### src/hdl/pdm_pkg.sv
// constants, types and lookup functions for the pin driver mode control
`default_nettype none
package pdm_pkg;
   // =================================================================
   // sizes and register map
   localparam int NUM_CH = 4;
   localparam int CH_SEL_LSB = 3;
   localparam int CH_SEL_MSB = 4;
   localparam int REG_SEL_BIT = 2;
   localparam logic [2:0] CHAN_SPACE_TOP = 3'h0;
   localparam logic [7:0] ADDR_STATUS = 8'h20;
   localparam int CTRL_W = 5;
   localparam int CAL_W = 10;

   // =================================================================
   // output states, one-hot
   typedef enum logic [5:0] {
      PDM_OUT_LOW = 6'h01,
      PDM_OUT_HIGH = 6'h02,
      PDM_OUT_TERM = 6'h04,
      PDM_OUT_HIZ = 6'h08,
      PDM_OUT_HV = 6'h10,
      PDM_OUT_LEAK = 6'h20
   } pdm_out_e;

   // =================================================================
   // carriers
   typedef struct packed {
      logic slew_select_msb;
      logic slew_select_lsb;
      logic termination_select;
      logic high_voltage_serial_enable;
      logic low_leakage_select;
   } pdm_ctrl_s;

   typedef struct packed {
      logic [3:0] output_resistance_trim;
      logic [2:0] droop_long_amount;
      logic [2:0] droop_short_amount;
   } pdm_cal_s;

   typedef struct packed {
      logic high_voltage_pin_enable_n;
      logic [NUM_CH-1:0] receive_input;
      logic [NUM_CH-1:0] receive_input_complement;
      logic [NUM_CH-1:0] drive_data;
      logic [NUM_CH-1:0] drive_data_complement;
   } pdm_pins_s;

   // =================================================================
   // reset values
   localparam pdm_ctrl_s CTRL_RST = 5'h00;
   localparam logic [1:0] SLEW_RST = 2'h0;
   localparam logic [2:0] DROOP_RST = 3'h0;
   localparam logic [3:0] TRIM_RST = 4'h8;
   localparam pdm_cal_s CAL_RST = {TRIM_RST, DROOP_RST, DROOP_RST};
   // high-voltage pin idles inactive so reset never looks like a request
   localparam pdm_pins_s PINS_RST = {1'b1, 16'h0000};

   // =================================================================
   // setting decodes
   localparam logic [6:0] SLEW_PCT_100 = 7'h64;
   localparam logic [6:0] SLEW_PCT_75 = 7'h4b;
   localparam logic [6:0] SLEW_PCT_50 = 7'h32;
   localparam logic [6:0] SLEW_PCT_25 = 7'h19;
   localparam logic [7:0] DROOP_TENTHS_MAX = 8'h96;
   localparam logic signed [12:0] TRIM_MIN_MOHM = -13'sh0b40;
   localparam logic signed [12:0] TRIM_STEP_MOHM = 13'sh0168;

   function automatic logic [6:0] slew_pct(input logic [1:0] code);
      case (code)
         2'h0: slew_pct = SLEW_PCT_100;
         2'h1: slew_pct = SLEW_PCT_75;
         2'h2: slew_pct = SLEW_PCT_50;
         default: slew_pct = SLEW_PCT_25;
      endcase
   endfunction

   // equal steps of 15.0 / 7 percent, in tenths
   function automatic logic [7:0] droop_tenths(input logic [2:0] code);
      case (code)
         3'h0: droop_tenths = 8'h00;
         3'h1: droop_tenths = 8'h15;
         3'h2: droop_tenths = 8'h2b;
         3'h3: droop_tenths = 8'h40;
         3'h4: droop_tenths = 8'h56;
         3'h5: droop_tenths = 8'h6b;
         3'h6: droop_tenths = 8'h81;
         default: droop_tenths = DROOP_TENTHS_MAX;
      endcase
   endfunction

   function automatic logic signed [12:0] trim_mohm(input logic [3:0] code);
      logic signed [12:0] steps;
      steps = $signed({9'h000, code});
      trim_mohm = 13'(TRIM_MIN_MOHM + steps * TRIM_STEP_MOHM);
   endfunction

   function automatic logic [31:0] be_merge(input logic [31:0] old,
      input logic [31:0] wdata, input logic [3:0] be);
      logic [31:0] res;
      res = old;
      for (int b = 0; b < 4; b++) begin
         if (be[b]) begin
            res[b*8 +: 8] = wdata[b*8 +: 8];
         end
      end
      be_merge = res;
   endfunction
endpackage
`default_nettype wire

### src/hdl/pdm_chan_decode.sv
// output state decode of one driver channel
`default_nettype none
module pdm_chan_decode
   import pdm_pkg::*;
(
   input wire logic low_leakage_select,
   input wire logic high_voltage_serial_enable,
   input wire logic termination_select,
   input wire logic high_voltage_pin_enable_n,
   input wire logic receive_input,
   input wire logic drive_data,
   output pdm_out_e out_state
);
   // =================================================================
   // priority: leak, pin request, drive, serial request, receive
   always_comb begin
      if (low_leakage_select) begin
         out_state = PDM_OUT_LEAK;
      end else if (!high_voltage_pin_enable_n) begin
         out_state = PDM_OUT_HV;
      end else if (!receive_input) begin
         out_state = drive_data ? PDM_OUT_HIGH : PDM_OUT_LOW;
      end else if (high_voltage_serial_enable) begin
         out_state = PDM_OUT_HV;
      end else begin
         // data ignored while receiving
         out_state = termination_select ? PDM_OUT_TERM : PDM_OUT_HIZ;
      end
   end
endmodule
`default_nettype wire

### src/hdl/pdm_top.sv
// register file, pin sampling and output decode of the quad pin driver
`default_nettype none
// =================================================================
// Behaviour
// A set low-leak bit puts its channel in low leak over everything else.
// Each channel has its own low-leak bit that leaves the others alone.
// Leak off, pin high, receive low: drive high on data 1, low on data 0.
// Leak off, pin high, serial bit 0, receive high: termination or hi-z.
// Leak off: high-voltage on pin low, or on serial bit and receive high.
// High/low drive timing does not depend on the serial high-voltage bit.
// The controller should enter high voltage only from a drive state.
// Slew code 00/01/10/11 selects 100/75/50/25 percent of full slew.
// Slew bits are zero after power-up and while reset is held.
// A 3-bit short droop field sets 0.0 to 15.0 percent in equal steps.
// A separate 3-bit long droop field uses the same mapping.
// Both droop fields reset to zero, no compensation.
// The 4-bit resistance trim resets to code 1000, nominal.
// Trim code 0 is nominal minus 2.88 ohm, plus 0.36 ohm per step.
// Settings are per channel and the decode follows every input change; a pair with equal true and complement holds its last good value.
module pdm_top
   import pdm_pkg::*;
(
   input wire logic CLK,
   input wire logic RST_N,
   input wire logic [7:0] AVS_ADDRESS,
   input wire logic AVS_READ,
   input wire logic AVS_WRITE,
   input wire logic [31:0] AVS_WRITEDATA,
   input wire logic [3:0] AVS_BYTEENABLE,
   output logic [31:0] AVS_READDATA,
   output logic AVS_WAITREQUEST,
   input wire logic HIGH_VOLTAGE_PIN_ENABLE_N,
   input wire logic [NUM_CH-1:0] RECEIVE_INPUT,
   input wire logic [NUM_CH-1:0] RECEIVE_INPUT_COMPLEMENT,
   input wire logic [NUM_CH-1:0] DRIVE_DATA,
   input wire logic [NUM_CH-1:0] DRIVE_DATA_COMPLEMENT,
   output pdm_out_e [NUM_CH-1:0] CHANNEL_PIN_OUTPUT,
   output logic [NUM_CH-1:0][6:0] SLEW_RATE_PCT,
   output logic [NUM_CH-1:0][7:0] DROOP_SHORT_TENTHS,
   output logic [NUM_CH-1:0][7:0] DROOP_LONG_TENTHS,
   output logic signed [NUM_CH-1:0][12:0] RESISTANCE_OFFSET_MOHM
);
   // =================================================================
   // pin synchroniser
   pdm_pins_s pins_raw;
   pdm_pins_s pin_meta_ff;
   pdm_pins_s pin_sync_ff;

   assign pins_raw = {HIGH_VOLTAGE_PIN_ENABLE_N, RECEIVE_INPUT,
      RECEIVE_INPUT_COMPLEMENT, DRIVE_DATA, DRIVE_DATA_COMPLEMENT};

   always_ff @(posedge CLK) begin
      if (!RST_N) begin
         pin_meta_ff <= PINS_RST;
         pin_sync_ff <= PINS_RST;
      end else begin
         pin_meta_ff <= pins_raw;
         pin_sync_ff <= pin_meta_ff;
      end
   end

   // =================================================================
   // differential qualify
   // equal true and complement is a crossing glitch: keep last good value
   logic [NUM_CH-1:0] recv_v;
   logic [NUM_CH-1:0] data_v;
   logic [NUM_CH-1:0] recv_hold_ff;
   logic [NUM_CH-1:0] data_hold_ff;

   always_comb begin
      for (int c = 0; c < NUM_CH; c++) begin
         recv_v[c] = (pin_sync_ff.receive_input[c] ^
            pin_sync_ff.receive_input_complement[c]) ?
            pin_sync_ff.receive_input[c] : recv_hold_ff[c];
         data_v[c] = (pin_sync_ff.drive_data[c] ^
            pin_sync_ff.drive_data_complement[c]) ?
            pin_sync_ff.drive_data[c] : data_hold_ff[c];
      end
   end

   always_ff @(posedge CLK) begin
      if (!RST_N) begin
         recv_hold_ff <= '0;
         data_hold_ff <= '0;
      end else begin
         recv_hold_ff <= recv_v;
         data_hold_ff <= data_v;
      end
   end

   // =================================================================
   // bus slave: one wait cycle, answer at the second edge
   pdm_ctrl_s [NUM_CH-1:0] ctrl_ff;
   pdm_ctrl_s [NUM_CH-1:0] nxt_ctrl;
   pdm_cal_s [NUM_CH-1:0] cal_ff;
   pdm_cal_s [NUM_CH-1:0] nxt_cal;
   pdm_out_e [NUM_CH-1:0] out_state_ff;
   logic ack_ff;
   logic nxt_ack;
   logic [31:0] rdata_ff;
   logic [31:0] nxt_rdata;
   logic [31:0] wr_merged;
   logic bus_req;
   logic sel_chan;
   logic sel_cal;
   logic [1:0] sel_ch;
   logic wr_go;

   assign bus_req = AVS_READ | AVS_WRITE;
   assign AVS_WAITREQUEST = bus_req & ~ack_ff;
   assign sel_ch = AVS_ADDRESS[CH_SEL_MSB:CH_SEL_LSB];
   assign sel_cal = AVS_ADDRESS[REG_SEL_BIT];
   assign sel_chan = (AVS_ADDRESS[7:5] == CHAN_SPACE_TOP) &&
      (AVS_ADDRESS[1:0] == 2'h0);
   assign wr_go = AVS_WRITE & ack_ff & sel_chan;
   assign AVS_READDATA = rdata_ff;

   always_comb begin
      nxt_ack = bus_req & ~ack_ff;
      nxt_rdata = rdata_ff;
      nxt_ctrl = ctrl_ff;
      nxt_cal = cal_ff;
      wr_merged = be_merge(sel_cal ? 32'(cal_ff[sel_ch]) :
         32'(ctrl_ff[sel_ch]), AVS_WRITEDATA, AVS_BYTEENABLE);
      if (AVS_READ && !ack_ff) begin
         // unmapped words read as zero
         nxt_rdata = 32'h0000_0000;
         if (sel_chan && sel_cal) begin
            nxt_rdata = 32'(cal_ff[sel_ch]);
         end else if (sel_chan) begin
            nxt_rdata = 32'(ctrl_ff[sel_ch]);
         end else if (AVS_ADDRESS == ADDR_STATUS) begin
            nxt_rdata = 32'(out_state_ff);
         end
      end
      // only the addressed channel changes
      if (wr_go && sel_cal) begin
         nxt_cal[sel_ch] = pdm_cal_s'(wr_merged[CAL_W-1:0]);
      end else if (wr_go) begin
         nxt_ctrl[sel_ch] = pdm_ctrl_s'(wr_merged[CTRL_W-1:0]);
      end
   end

   always_ff @(posedge CLK) begin
      if (!RST_N) begin
         ack_ff <= 1'b0;
         rdata_ff <= 32'h0000_0000;
         ctrl_ff <= {NUM_CH{CTRL_RST}};
         cal_ff <= {NUM_CH{CAL_RST}};
      end else begin
         ack_ff <= nxt_ack;
         rdata_ff <= nxt_rdata;
         ctrl_ff <= nxt_ctrl;
         cal_ff <= nxt_cal;
      end
   end

   // =================================================================
   // per-channel decode
   pdm_out_e dec_st [NUM_CH];

   for (genvar i = 0; i < NUM_CH; i++) begin : g_ch
      pdm_chan_decode u_dec (
         .low_leakage_select(ctrl_ff[i].low_leakage_select),
         .high_voltage_serial_enable(ctrl_ff[i].high_voltage_serial_enable),
         .termination_select(ctrl_ff[i].termination_select),
         .high_voltage_pin_enable_n(pin_sync_ff.high_voltage_pin_enable_n),
         .receive_input(recv_v[i]),
         .drive_data(data_v[i]),
         .out_state(dec_st[i])
      );
   end

   // =================================================================
   // output registers
   pdm_out_e [NUM_CH-1:0] nxt_out;
   logic [NUM_CH-1:0][6:0] slew_ff;
   logic [NUM_CH-1:0][6:0] nxt_slew;
   logic [NUM_CH-1:0][7:0] drp_s_ff;
   logic [NUM_CH-1:0][7:0] nxt_drp_s;
   logic [NUM_CH-1:0][7:0] drp_l_ff;
   logic [NUM_CH-1:0][7:0] nxt_drp_l;
   logic signed [NUM_CH-1:0][12:0] res_ff;
   logic signed [NUM_CH-1:0][12:0] nxt_res;

   always_comb begin
      for (int c = 0; c < NUM_CH; c++) begin
         nxt_out[c] = dec_st[c];
         // slew sees only its own field, never the serial hv bit
         nxt_slew[c] = slew_pct({ctrl_ff[c].slew_select_msb,
            ctrl_ff[c].slew_select_lsb});
         nxt_drp_s[c] = droop_tenths(cal_ff[c].droop_short_amount);
         nxt_drp_l[c] = droop_tenths(cal_ff[c].droop_long_amount);
         nxt_res[c] = trim_mohm(cal_ff[c].output_resistance_trim);
      end
   end

   always_ff @(posedge CLK) begin
      if (!RST_N) begin
         out_state_ff <= '{default: PDM_OUT_HIZ};
         slew_ff <= {NUM_CH{SLEW_PCT_100}};
         drp_s_ff <= '0;
         drp_l_ff <= '0;
         res_ff <= '0;
      end else begin
         out_state_ff <= nxt_out;
         slew_ff <= nxt_slew;
         drp_s_ff <= nxt_drp_s;
         drp_l_ff <= nxt_drp_l;
         res_ff <= nxt_res;
      end
   end

   assign CHANNEL_PIN_OUTPUT = out_state_ff;
   assign SLEW_RATE_PCT = slew_ff;
   assign DROOP_SHORT_TENTHS = drp_s_ff;
   assign DROOP_LONG_TENTHS = drp_l_ff;
   assign RESISTANCE_OFFSET_MOHM = res_ff;

   for (genvar i = 0; i < NUM_CH; i++) begin : g_chk

   end
endmodule
`default_nettype wire

### config.mk
export PLATFORM = sky130hd
export DESIGN_NAME = pdm_top
export DESIGN_NICKNAME = d
export VERILOG_FILES = /design/src/hdl/pdm_pkg.sv /design/src/hdl/pdm_chan_decode.sv /design/src/hdl/pdm_top.sv
export SDC_FILE = /design/constraint.sdc
export NUM_CORES = 1
export LEC_CHECK = 0
export BUFFER_PORTS_ARGS = -buffer_cell sky130_fd_sc_hd__buf_2
export CAP_MARGIN = 10
export CELL_PAD_IN_SITES_DETAIL_PLACEMENT = 1
export CELL_PAD_IN_SITES_GLOBAL_PLACEMENT = 1
export CORE_MARGIN = 4
export CORE_UTILIZATION = 40
export CTS_CLUSTER_SIZE = 14
export DETAILED_ROUTE_END_ITERATION = 6
export PLACE_DENSITY_LB_ADDON = 0.3
export SLEW_MARGIN = 0
export SYNTH_ARGS = -nofsm -noshare
export SYNTH_HDL_FRONTEND = slang
export SYNTH_SLANG_ARGS = --single-unit
### constraint.sdc
create_clock -name CLK -period 6.3 [get_ports CLK]
set_clock_uncertainty 0.05 [all_clocks]
set_input_delay 1.26 -clock CLK [delete_from_list [all_inputs] [get_ports CLK]]
set_output_delay 1.26 -clock CLK [all_outputs]
set_load 0.05 [all_outputs]
# ---- Word-level counts from Yosys, hierarchy flattened
# Index checks and enable logic that the tools add are counted.
# W data, S select, Z words.
dict set report totals {
  inputBits 65
  ff_bits 303
  output_inout_bits 201
  word_cells 246
}
dict set report op_classes {
  addsub 4
  magnitude_cmp 2
  mux 60
  n_reduce_logical 29
  n_eq_ne 57
  n_bitwise 16
  n_mul 4
}
# cell count
set op_table {}
lappend op_table {{$pmux W8 S7} 8}
lappend op_table {{$mux W6} 16}
lappend op_table {{$pmux W7 S3} 4}
lappend op_table {{$eq A3 B3 Y1 const B} 24}
lappend op_table {{$mux W24} 3}
lappend op_table {{$add A13 B13 Y13 const A} 4}
lappend op_table {{$eq A3 B2 Y1 const B} 16}
lappend op_table {{$bwmux W40} 1}
lappend op_table {{$mul A4 B6 Y10 const B} 4}
lappend op_table {{$mux W10} 3}
lappend op_table {{$logic_not A3 Y1} 9}
lappend op_table {{$eq A3 B1 Y1 const B} 8}
lappend op_table {{$bmux W10 S2} 1}
lappend op_table {{$bwmux W20} 1}
lappend op_table {{$demux W10 S2} 1}
lappend op_table {{$mux W4} 4}
lappend op_table {{$reduce_or A3 Y1} 4}
lappend op_table {{$bmux W5 S2} 1}
lappend op_table {{$demux W5 S2} 1}
lappend op_table {{$logic_not A2 Y1} 5}
lappend op_table {{$mux W2} 5}
lappend op_table {{$mux W5} 2}
lappend op_table {{$eq A2 B1 Y1 const B} 4}
lappend op_table {{$eq A2 B2 Y1 const B} 4}
lappend op_table {{13 further kinds} 39}

# ---- Logic depth before layout (Yosys ltp)
# Gate-level depths: netlist of run 1.
dict set report depth {
  depth_word 6
  depth_mapped 11
}

# ---- By module
# A second synthesis of run 1 with hierarchy kept.
dict set report hier_totals {
  hier_cells 1199
  area_unflattened_um2 11499.8
}
# mod area_each_um2 instances seq_area_each_um2 cells_each
set by_module_without_submodules {}
lappend by_module_without_submodules {pdm_top 11234.5 1 5265.0 1163}
lappend by_module_without_submodules {pdm_chan_decode 66.3 4 0.0 9}

# ---- Worst setup path before layout of run 1
# Ideal clock, no wire load.
dict set report synth_timing {
  path_type {input-to-output}
  start {input port AVS_WRITE}
  end {output port AVS_WAITREQUEST}
  slack_ns 3.048
  stages 2
  arrival_time_ns 1.942
  path_cell_list {nor2_1 > nor2_1}
}
dict set report synth_via {
  elab_chain_cells 2
}
# item line_no
set synth_lines {}
lappend synth_lines {{from (decl)} pdm_top.sv:27} ;# input wire logic AVS_WRITE,
lappend synth_lines {{$or A1 B1 Y1} pdm_top.sv:109} ;# assign bus_req = AVS_READ | AVS_WRITE;
lappend synth_lines {{$and A1 B1 Y1} pdm_top.sv:110} ;# assign AVS_WAITREQUEST = bus_req & ~ack_ff;
lappend synth_lines {{to (decl)} pdm_top.sv:31} ;# output logic AVS_WAITREQUEST,
# Every way passes these cells.

# ---- Worst setup path after layout of run 1
# Same ends and word-level chain as after synthesis.

==> run_results.csv, run 1 <==
group,metric,value,unit
place,place_congestion,0.800,
synth,synth_edf_count,0,
synth,synth-seq-area-share,46.4,%
route,wire_per_inst,18.0,um
pwr,intPower,2.79,mW
synth,ys_types,62,
floorplan,rows,61,
synth,ys_ff_latch,263,
clocking,clock-sinks,263,
timing,maxSlewViolCount,0,
place,pre_cts_ws,2.63,ns
floorplan,start_util,40.8,%
critical_path,r2r_end,"RESISTANCE_OFFSET_MOHM[50]",
critical_path,critical_path_buf_inv_count,2,
place,portBuffers,221,
critical_path,arrival,1.95,ns
final_layout,drive_gt1_share,22.6,%
critical_path,cp-end-kind,"primary output",
critical_path,r2r-start,"cal_ff[39]",
pwr,clkPwrFrac,47.3,%
clocking,post_cts_resize_count,0,
global_routing,grtUsageTotal,19.6,%
route,num_vias,9124,
synth,syn_avg_cell_area,9.60,sq um
synth,async_reset_ff_share,0,%
global_routing,grt_remaining_overflow,0,
route,drc,0,
critical_path,worst_r2r_path_depth,8,
critical_path,max_stage_delay,0.31,ns
critical_path,r2r_slack,3.16,ns
timing,slew_headroom,24.2,%
pwr,pwr-share-seq,47.0,%
clocking,cts_buffer_depth,3,
clocking,post_cts_buffers,0,
floorplan,coreArea,27900,sq um
pwr,power.density,269,nW/um^2
critical_path,critPathSlowestCell,"buf_2",
worst_hold_path,min_to,"pin_sync_ff[5]",
timing,fin_tns_setup,0,ns
final_layout,layout_commonest_cell,"dfxtp_1",
timing,finalCritPeriodShare,51.8,%
worst_hold_path,holdCritStartpoint,"pin_meta_ff[5]",
outcome,status,"complete, no violations",
route,firstDrtPassIters,5,
critical_path,cp_max_fo,4,
global_routing,antenna_found_initial,3,
route,drtIter0Drc,481,
clocking,cts_tree,"done",
global_routing,grt_pass1_vias,9193,
final_layout,finalInstanceArea,13500,sq um
place,place_hpwl,23.0,mm
timing,setup_viol,0,
synth,synthCells,1183,
clocking,clk_latency,0.54,ns
pwr,netSwitchingPower,0.828,mW
floorplan,die_h,176,um
final_layout,nNetsFinal,1505,
floorplan,dieArea,31100,sq um
timing,final.setup.worst_slack,3.04,ns
pwr,swShare,22.9,%
critical_path,cpLargestDelayFamily,"buffers and inverters",
critical_path,crit_type,"input pin to primary output",
route,drt_wl_total,31.6,mm
critical_path,critPathLaunchType,"input pin",
clocking,cts.clk_slew.worst_paths,0.06,ns
timing,rsz0062_at_grt,"false",
synth,synth_area,11400,sq um
critical_path,crit_start,"AVS_WRITE",
floorplan,io-pin-count,266,
synth,synth_warnings,0,
worst_hold_path,hp-class,"flop to flop",
route,via_per_inst,5.19,
worst_hold_path,hold_depth,1,
timing,worst_slew_pin_slew,1.14,ns
flow_run,drv_cap,0,
timing,fmaxAchievable,307,MHz
final_layout,area_delta_synth_final,18.7,%
synth,ys.flop_type,"dfxtp_1",
pwr,p_leak,5.90,nW
global_routing,grt_max_degree,66,
final_layout,nFillCells,3267,
critical_path,worstPathRequired,4.99,ns
floorplan,die_x,176,um
clocking,cts_hold_buf,0,
pwr,pwr-share-comb,5.7,%
route,antenna_violating_nets_post_route,0,
final_layout,final_cell_mix,"263 x dfxtp_1, 220 x buf_2, 114 x nor2_1",
clocking,htreeDepth,1,
pwr,irDropWorstVdd,179,uV
critical_path,path_cells,"buf_2 -> nor2_1 -> nor2_1 -> buf_2",
global_routing,grt_pass1_wl,49.3,mm
clocking,cts-root-buf,"clkbuf_16",
place,place_area,12500,sq um
timing,min_period,3.26,ns
clocking,cts_buffers,28,
pwr,total_power,3.62,mW
timing,final_hold_viol_count,0,
## cells in the mapped netlist, types with 4 or more instances
cell type	count	area, sq um
mux4_2	15	338
and2_1	84	526
dfxtp_1	263	5270
a22oi_1	19	143
nand4_1	6	37.5
ha_1	73	913
nor3_1	11	55.1
o211ai_1	6	45.0
xor2_1	11	96.3
a211o_1	4	35.0
a21oi_1	43	215
o2111ai_1	4	35.0
or4_1	4	30.0
inv_1	25	93.8
nand3_1	56	280
buf_4	44	330
nor4_1	5	31.3
nand2b_1	40	250
nor2_1	114	428
o21ai_0	79	395
nand4b_1	5	43.8
nand3b_1	8	60.1
xnor2_1	8	70.1
a211oi_2	5	62.6
mux2i_1	5	50.1
mux2_2	8	90.1
fa_1	8	160
or2_2	7	43.8
a211oi_1	19	143
a221oi_1	10	87.6
o32ai_1	5	43.8
nor2b_1	4	25.0
and3_1	14	87.6
buf_2	7	35.0
nand2_1	71	267
nor3b_1	6	45.0
clkbuf_1	45	169
nor4b_1	4	35.0
## per-stage QoR
step | hold slack (ns) | utilization [%] | cells
after detailed placement | 0.350 | 44.9 | 1707
final | 0.381 | 48.4 | 1758
after CTS | 0.378 | 48.4 | 1757
after floorplan | 0.336 | - | 1202
after global routing | 0.390 | 48.4 | 1758
after global placement | 0.348 | 44.9 | 1707
## sequential cells by signal, summed over array words and instances (netlist names)
| name | flops |
|---|---|
| data_hold_ff | 4 |
| recv_hold_ff | 4 |
| pin_meta_ff | 17 |
| DROOP_LONG_TENTHS | 24 |
| CHANNEL_PIN_OUTPUT | 24 |
| AVS_READDATA | 24 |
| ack_ff | 1 |
| cal_ff | 40 |
| DROOP_SHORT_TENTHS | 24 |
| RESISTANCE_OFFSET_MOHM | 40 |
| pin_sync_ff | 17 |
| ctrl_ff | 20 |
| SLEW_RATE_PCT | 24 |
## layout make-up
| type | count | area [sq um] | share of cell area, % |
|---|---|---|---|
| Clock buffer | 41 | 821 | 6.09 |
| Timing Repair Buffer | 226 | 1150 | 8.51 |
| Antenna cell | 1 | 2.50 | 0.0186 |
| Tap cell | 378 | 473 | 3.51 |
| Sequential cell | 263 | 5270 | 39.1 |
| Clock inverter | 9 | 148 | 1.10 |
| Multi-Input combinational cell | 815 | 5520 | 41.0 |
| Inverter | 25 | 96.3 | 0.715 |
## how the worst max path moves through the flow
stage | endpoint | slack [ns] | depth (start not counted)
after global placement | cal_ff[19] | 2.71 | 6
after floorplan | AVS_WAITREQUEST | 3.05 | 2
after detailed placement | AVS_READDATA[15] | 2.63 | 6
after global routing | RESISTANCE_OFFSET_MOHM[25] | 2.97 | 8
final | AVS_WAITREQUEST | 3.04 | 4
after CTS | AVS_WAITREQUEST | 3.04 | 4
## power groups by stage
stage | Combinational [mW] | Sequential (mW) | Clock (mW)
floorplan | 0.114 | 1.78 | 0
detailed placement | 0.205 | 1.74 | 0
global route | 0.220 | 1.70 | 1.84
finish | 0.205 | 1.70 | 1.72
global placement | 0.203 | 1.74 | 0
CTS | 0.207 | 1.70 | 1.76
## per-layer routing
layer	routed length (um)	global-route usage, %
met1	13900	25.7
met2	15200	33.7
met3	1700	3.13
met4	765	4.96
met5	27	0
## cell families after synthesis
group | count (synthesis) | synth area share [%]
compound gates | 216 | 12.1
fa+ha+maj | 81 | 9.45
buf+inv | 124 | 5.63
xor+xnor | 19 | 1.47
flops | 263 | 46.4
mux | 28 | 4.21
other cells | 1 | 0.0330
simple gates | 451 | 20.7
Note: power is estimated with default switching activity, not from simulation.
==> run 2: changes to the inputs <==
--- a/config.mk
+++ b/config.mk
@@ -10,7 +10,7 @@
 export CELL_PAD_IN_SITES_DETAIL_PLACEMENT = 1
 export CELL_PAD_IN_SITES_GLOBAL_PLACEMENT = 1
 export CORE_MARGIN = 4
-export CORE_UTILIZATION = 40
+export CORE_UTILIZATION = 37
 export CTS_CLUSTER_SIZE = 14
 export DETAILED_ROUTE_END_ITERATION = 6
 export PLACE_DENSITY_LB_ADDON = 0.3
==> constraint.sdc (replaced) <==
create_clock -name CLK -period 2.9 [get_ports CLK]
set_clock_uncertainty 0.05 [all_clocks]
set_input_delay 0.58 -clock CLK [delete_from_list [all_inputs] [get_ports CLK]]
set_output_delay 0.58 -clock CLK [all_outputs]
set_load 0.05 [all_outputs]
==> run 2 against run 1 <==
  * Largest cell class unchanged
  * Sequential power increased by 120%
  * First-iteration DRC count is 3.7% lower
  * Final cell count increased by 3.0%
  * Sequential share of layout area decreased by 1.6 points
  * Combinational power is 120% higher
  * Non-clock buffer count is 42 higher
  * Worst hold slack got worse by 0.21 ns
  * Clock power up 110%
  * Design area increased by 4.5%
==> run_results.csv, run 2 (same netlist as run 1, synthesis figures left out) <==
group,metric,value,unit
outcome,status,"complete, no violations",
timing,maxSlewViolCount,0,
floorplan,dieArea,33600,sq um
final_layout,nNetsFinal,1549,
final_layout,final_cell_mix,"258 x dfxtp_1, 220 x buf_2, 114 x nor2_1",
global_routing,grt_util_met1,23.8,%
timing,worst_slew_pin_slew,0.824,ns
route,drt_wl_total,33.4,mm
final_layout,seq_area,5280,sq um
final_layout,area_delta_synth_final,24.0,%
timing,rsz0062_at_grt,"false",
worst_hold_path,hp-class,"input pin to flop",
global_routing,grtUsageMet3,2.99,%
critical_path,critPathLaunchType,"flop",
final_layout,fin_util,47.0,%
floorplan,rows,63,
timing,finalCritPeriodShare,97.6,%
critical_path,worstPathRequired,3.34,ns
critical_path,cp-end-kind,"flop",
clocking,cts_tree,"done",
clocking,cts_buffer_depth,3,
route,antenna_violating_nets_post_route,0,
global_routing,grt_pass1_vias,9526,
pwr,p_leak,6.12,nW
place,place_hpwl,24.1,mm
clocking,clk_latency,0.56,ns
timing,min_period,2.83,ns
pwr,total_power,7.82,mW
final_layout,drive_gt1_share,27.3,%
global_routing,grtUsageMet2,32.8,%
pwr,power.density,555,nW/um^2
route,via_per_inst,5.16,
timing,fmaxAchievable,353,MHz
route,drc,0,
route,num_vias,9341,
global_routing,grt_max_degree,76,
place,place_congestion,0.855,
final_layout,multi_input_area,5780,sq um
clocking,cts-root-buf,"clkbuf_16",
global_routing,antenna_found_initial,3,
final_layout,nFillCells,3432,
pwr,irDropWorstVdd,415,uV
clocking,htreeDepth,1,
clocking,cts_buffers,30,
route,drtIter0Drc,463,
clocking,clock-sinks,263,
global_routing,grt_remaining_overflow,0,
final_layout,layout_commonest_cell,"dfxtp_1",
timing,final_hold_viol_count,0,
floorplan,die_h,183,um
floorplan,io-pin-count,266,
route,wire_per_inst,18.5,um
floorplan,coreArea,30000,sq um
critical_path,arrival,3.27,ns
timing,slew_headroom,44.5,%
global_routing,globalRoute.busiestLayer,"met2",
place,portBuffers,221,
timing,setup_viol,0,
floorplan,die_x,183,um
global_routing,grtUsageTotal,18.7,%
clocking,cts_hold_buf,0,
floorplan,start_util,37.9,%
global_routing,grt_pass1_wl,51.3,mm
critical_path,cp_max_fo,5,
clocking,cts.clk_slew.worst_paths,0.06,ns
flow_run,drv_cap,0,
critical_path,crit_type,"flop to flop",
route,firstDrtPassIters,5,
==> run 2: path summary, 6_finish.rpt <==
kind	slack [ns]	end	from	depth (start not counted)
max	0.07	RESISTANCE_OFFSET_MOHM[50]	cal_ff[39]	8
min	0.17	pin_meta_ff[16]	HIGH_VOLTAGE_PIN_ENABLE_N	2
max reg2reg	0.07	RESISTANCE_OFFSET_MOHM[50]	cal_ff[39]	8
min reg2reg	0.38	pin_sync_ff[5]	pin_meta_ff[5]	1
==> run 2: layout make-up <==
| type | instances | area share [%] |
|---|---|---|
| well taps | 390 | 3.47 |
| repair buffers | 268 | 10.6 |
| multi-input cells | 815 | 41.0 |
| diodes | 1 | 0.0178 |
| clock inverters | 6 | 0.747 |
| clock buffers | 42 | 6.01 |
| flip-flops and latches | 263 | 37.5 |
| inverters | 25 | 0.684 |
==> run 2: critical path: stages (launching register included) <==
cell and delay, ns:
dfxtp_4 0.37, ha_4 0.24, fa_1 0.55, ha_4 0.22, or2_4 0.23, and3_4 0.20, a31o_1 0.22, or4_1 0.52
a21oi_1 0.14
==> run 2: timing repair <==
action                                  CTS  global route
buffers inserted                          1             6
pin swaps                                 6            11
endpoints found under the setup margin    5             9
gates resized for setup                  14            33
==> run 2: where the power goes <==
group,total (mW),internal [mW],switching (mW)
logic,0.460,0.112,0.349
clock network,3.66,2.19,1.47
registers,3.69,3.67,0.0271
total,7.82,5.97,1.85
==> run 2: metal layers <==
| layer | vias to the layer above | wire, um |
|---|---|---|
| li1 | 4487 | - |
| met4 | 4 | 912 |
| met2 | 266 | 16100 |
| met5 | - | 21 |
| met1 | 4523 | 14500 |
| met3 | 61 | 1900 |
==> run 2: stage by stage <==
stage	setup slack (ns)	setup TNS, ns	instances	hold WS (ns)	cell area [sq um]
global route	0.00549	0	1810	0.154	14100
global placement	-0.0127	-0.0127	1755	0.343	12800
CTS	0.0166	0	1804	0.141	13800
floorplan	0.00772	0	1202	0.336	11400
detailed placement	-0.0953	-0.206	1755	0.345	12800
finish	0.0694	0	1810	0.170	14100
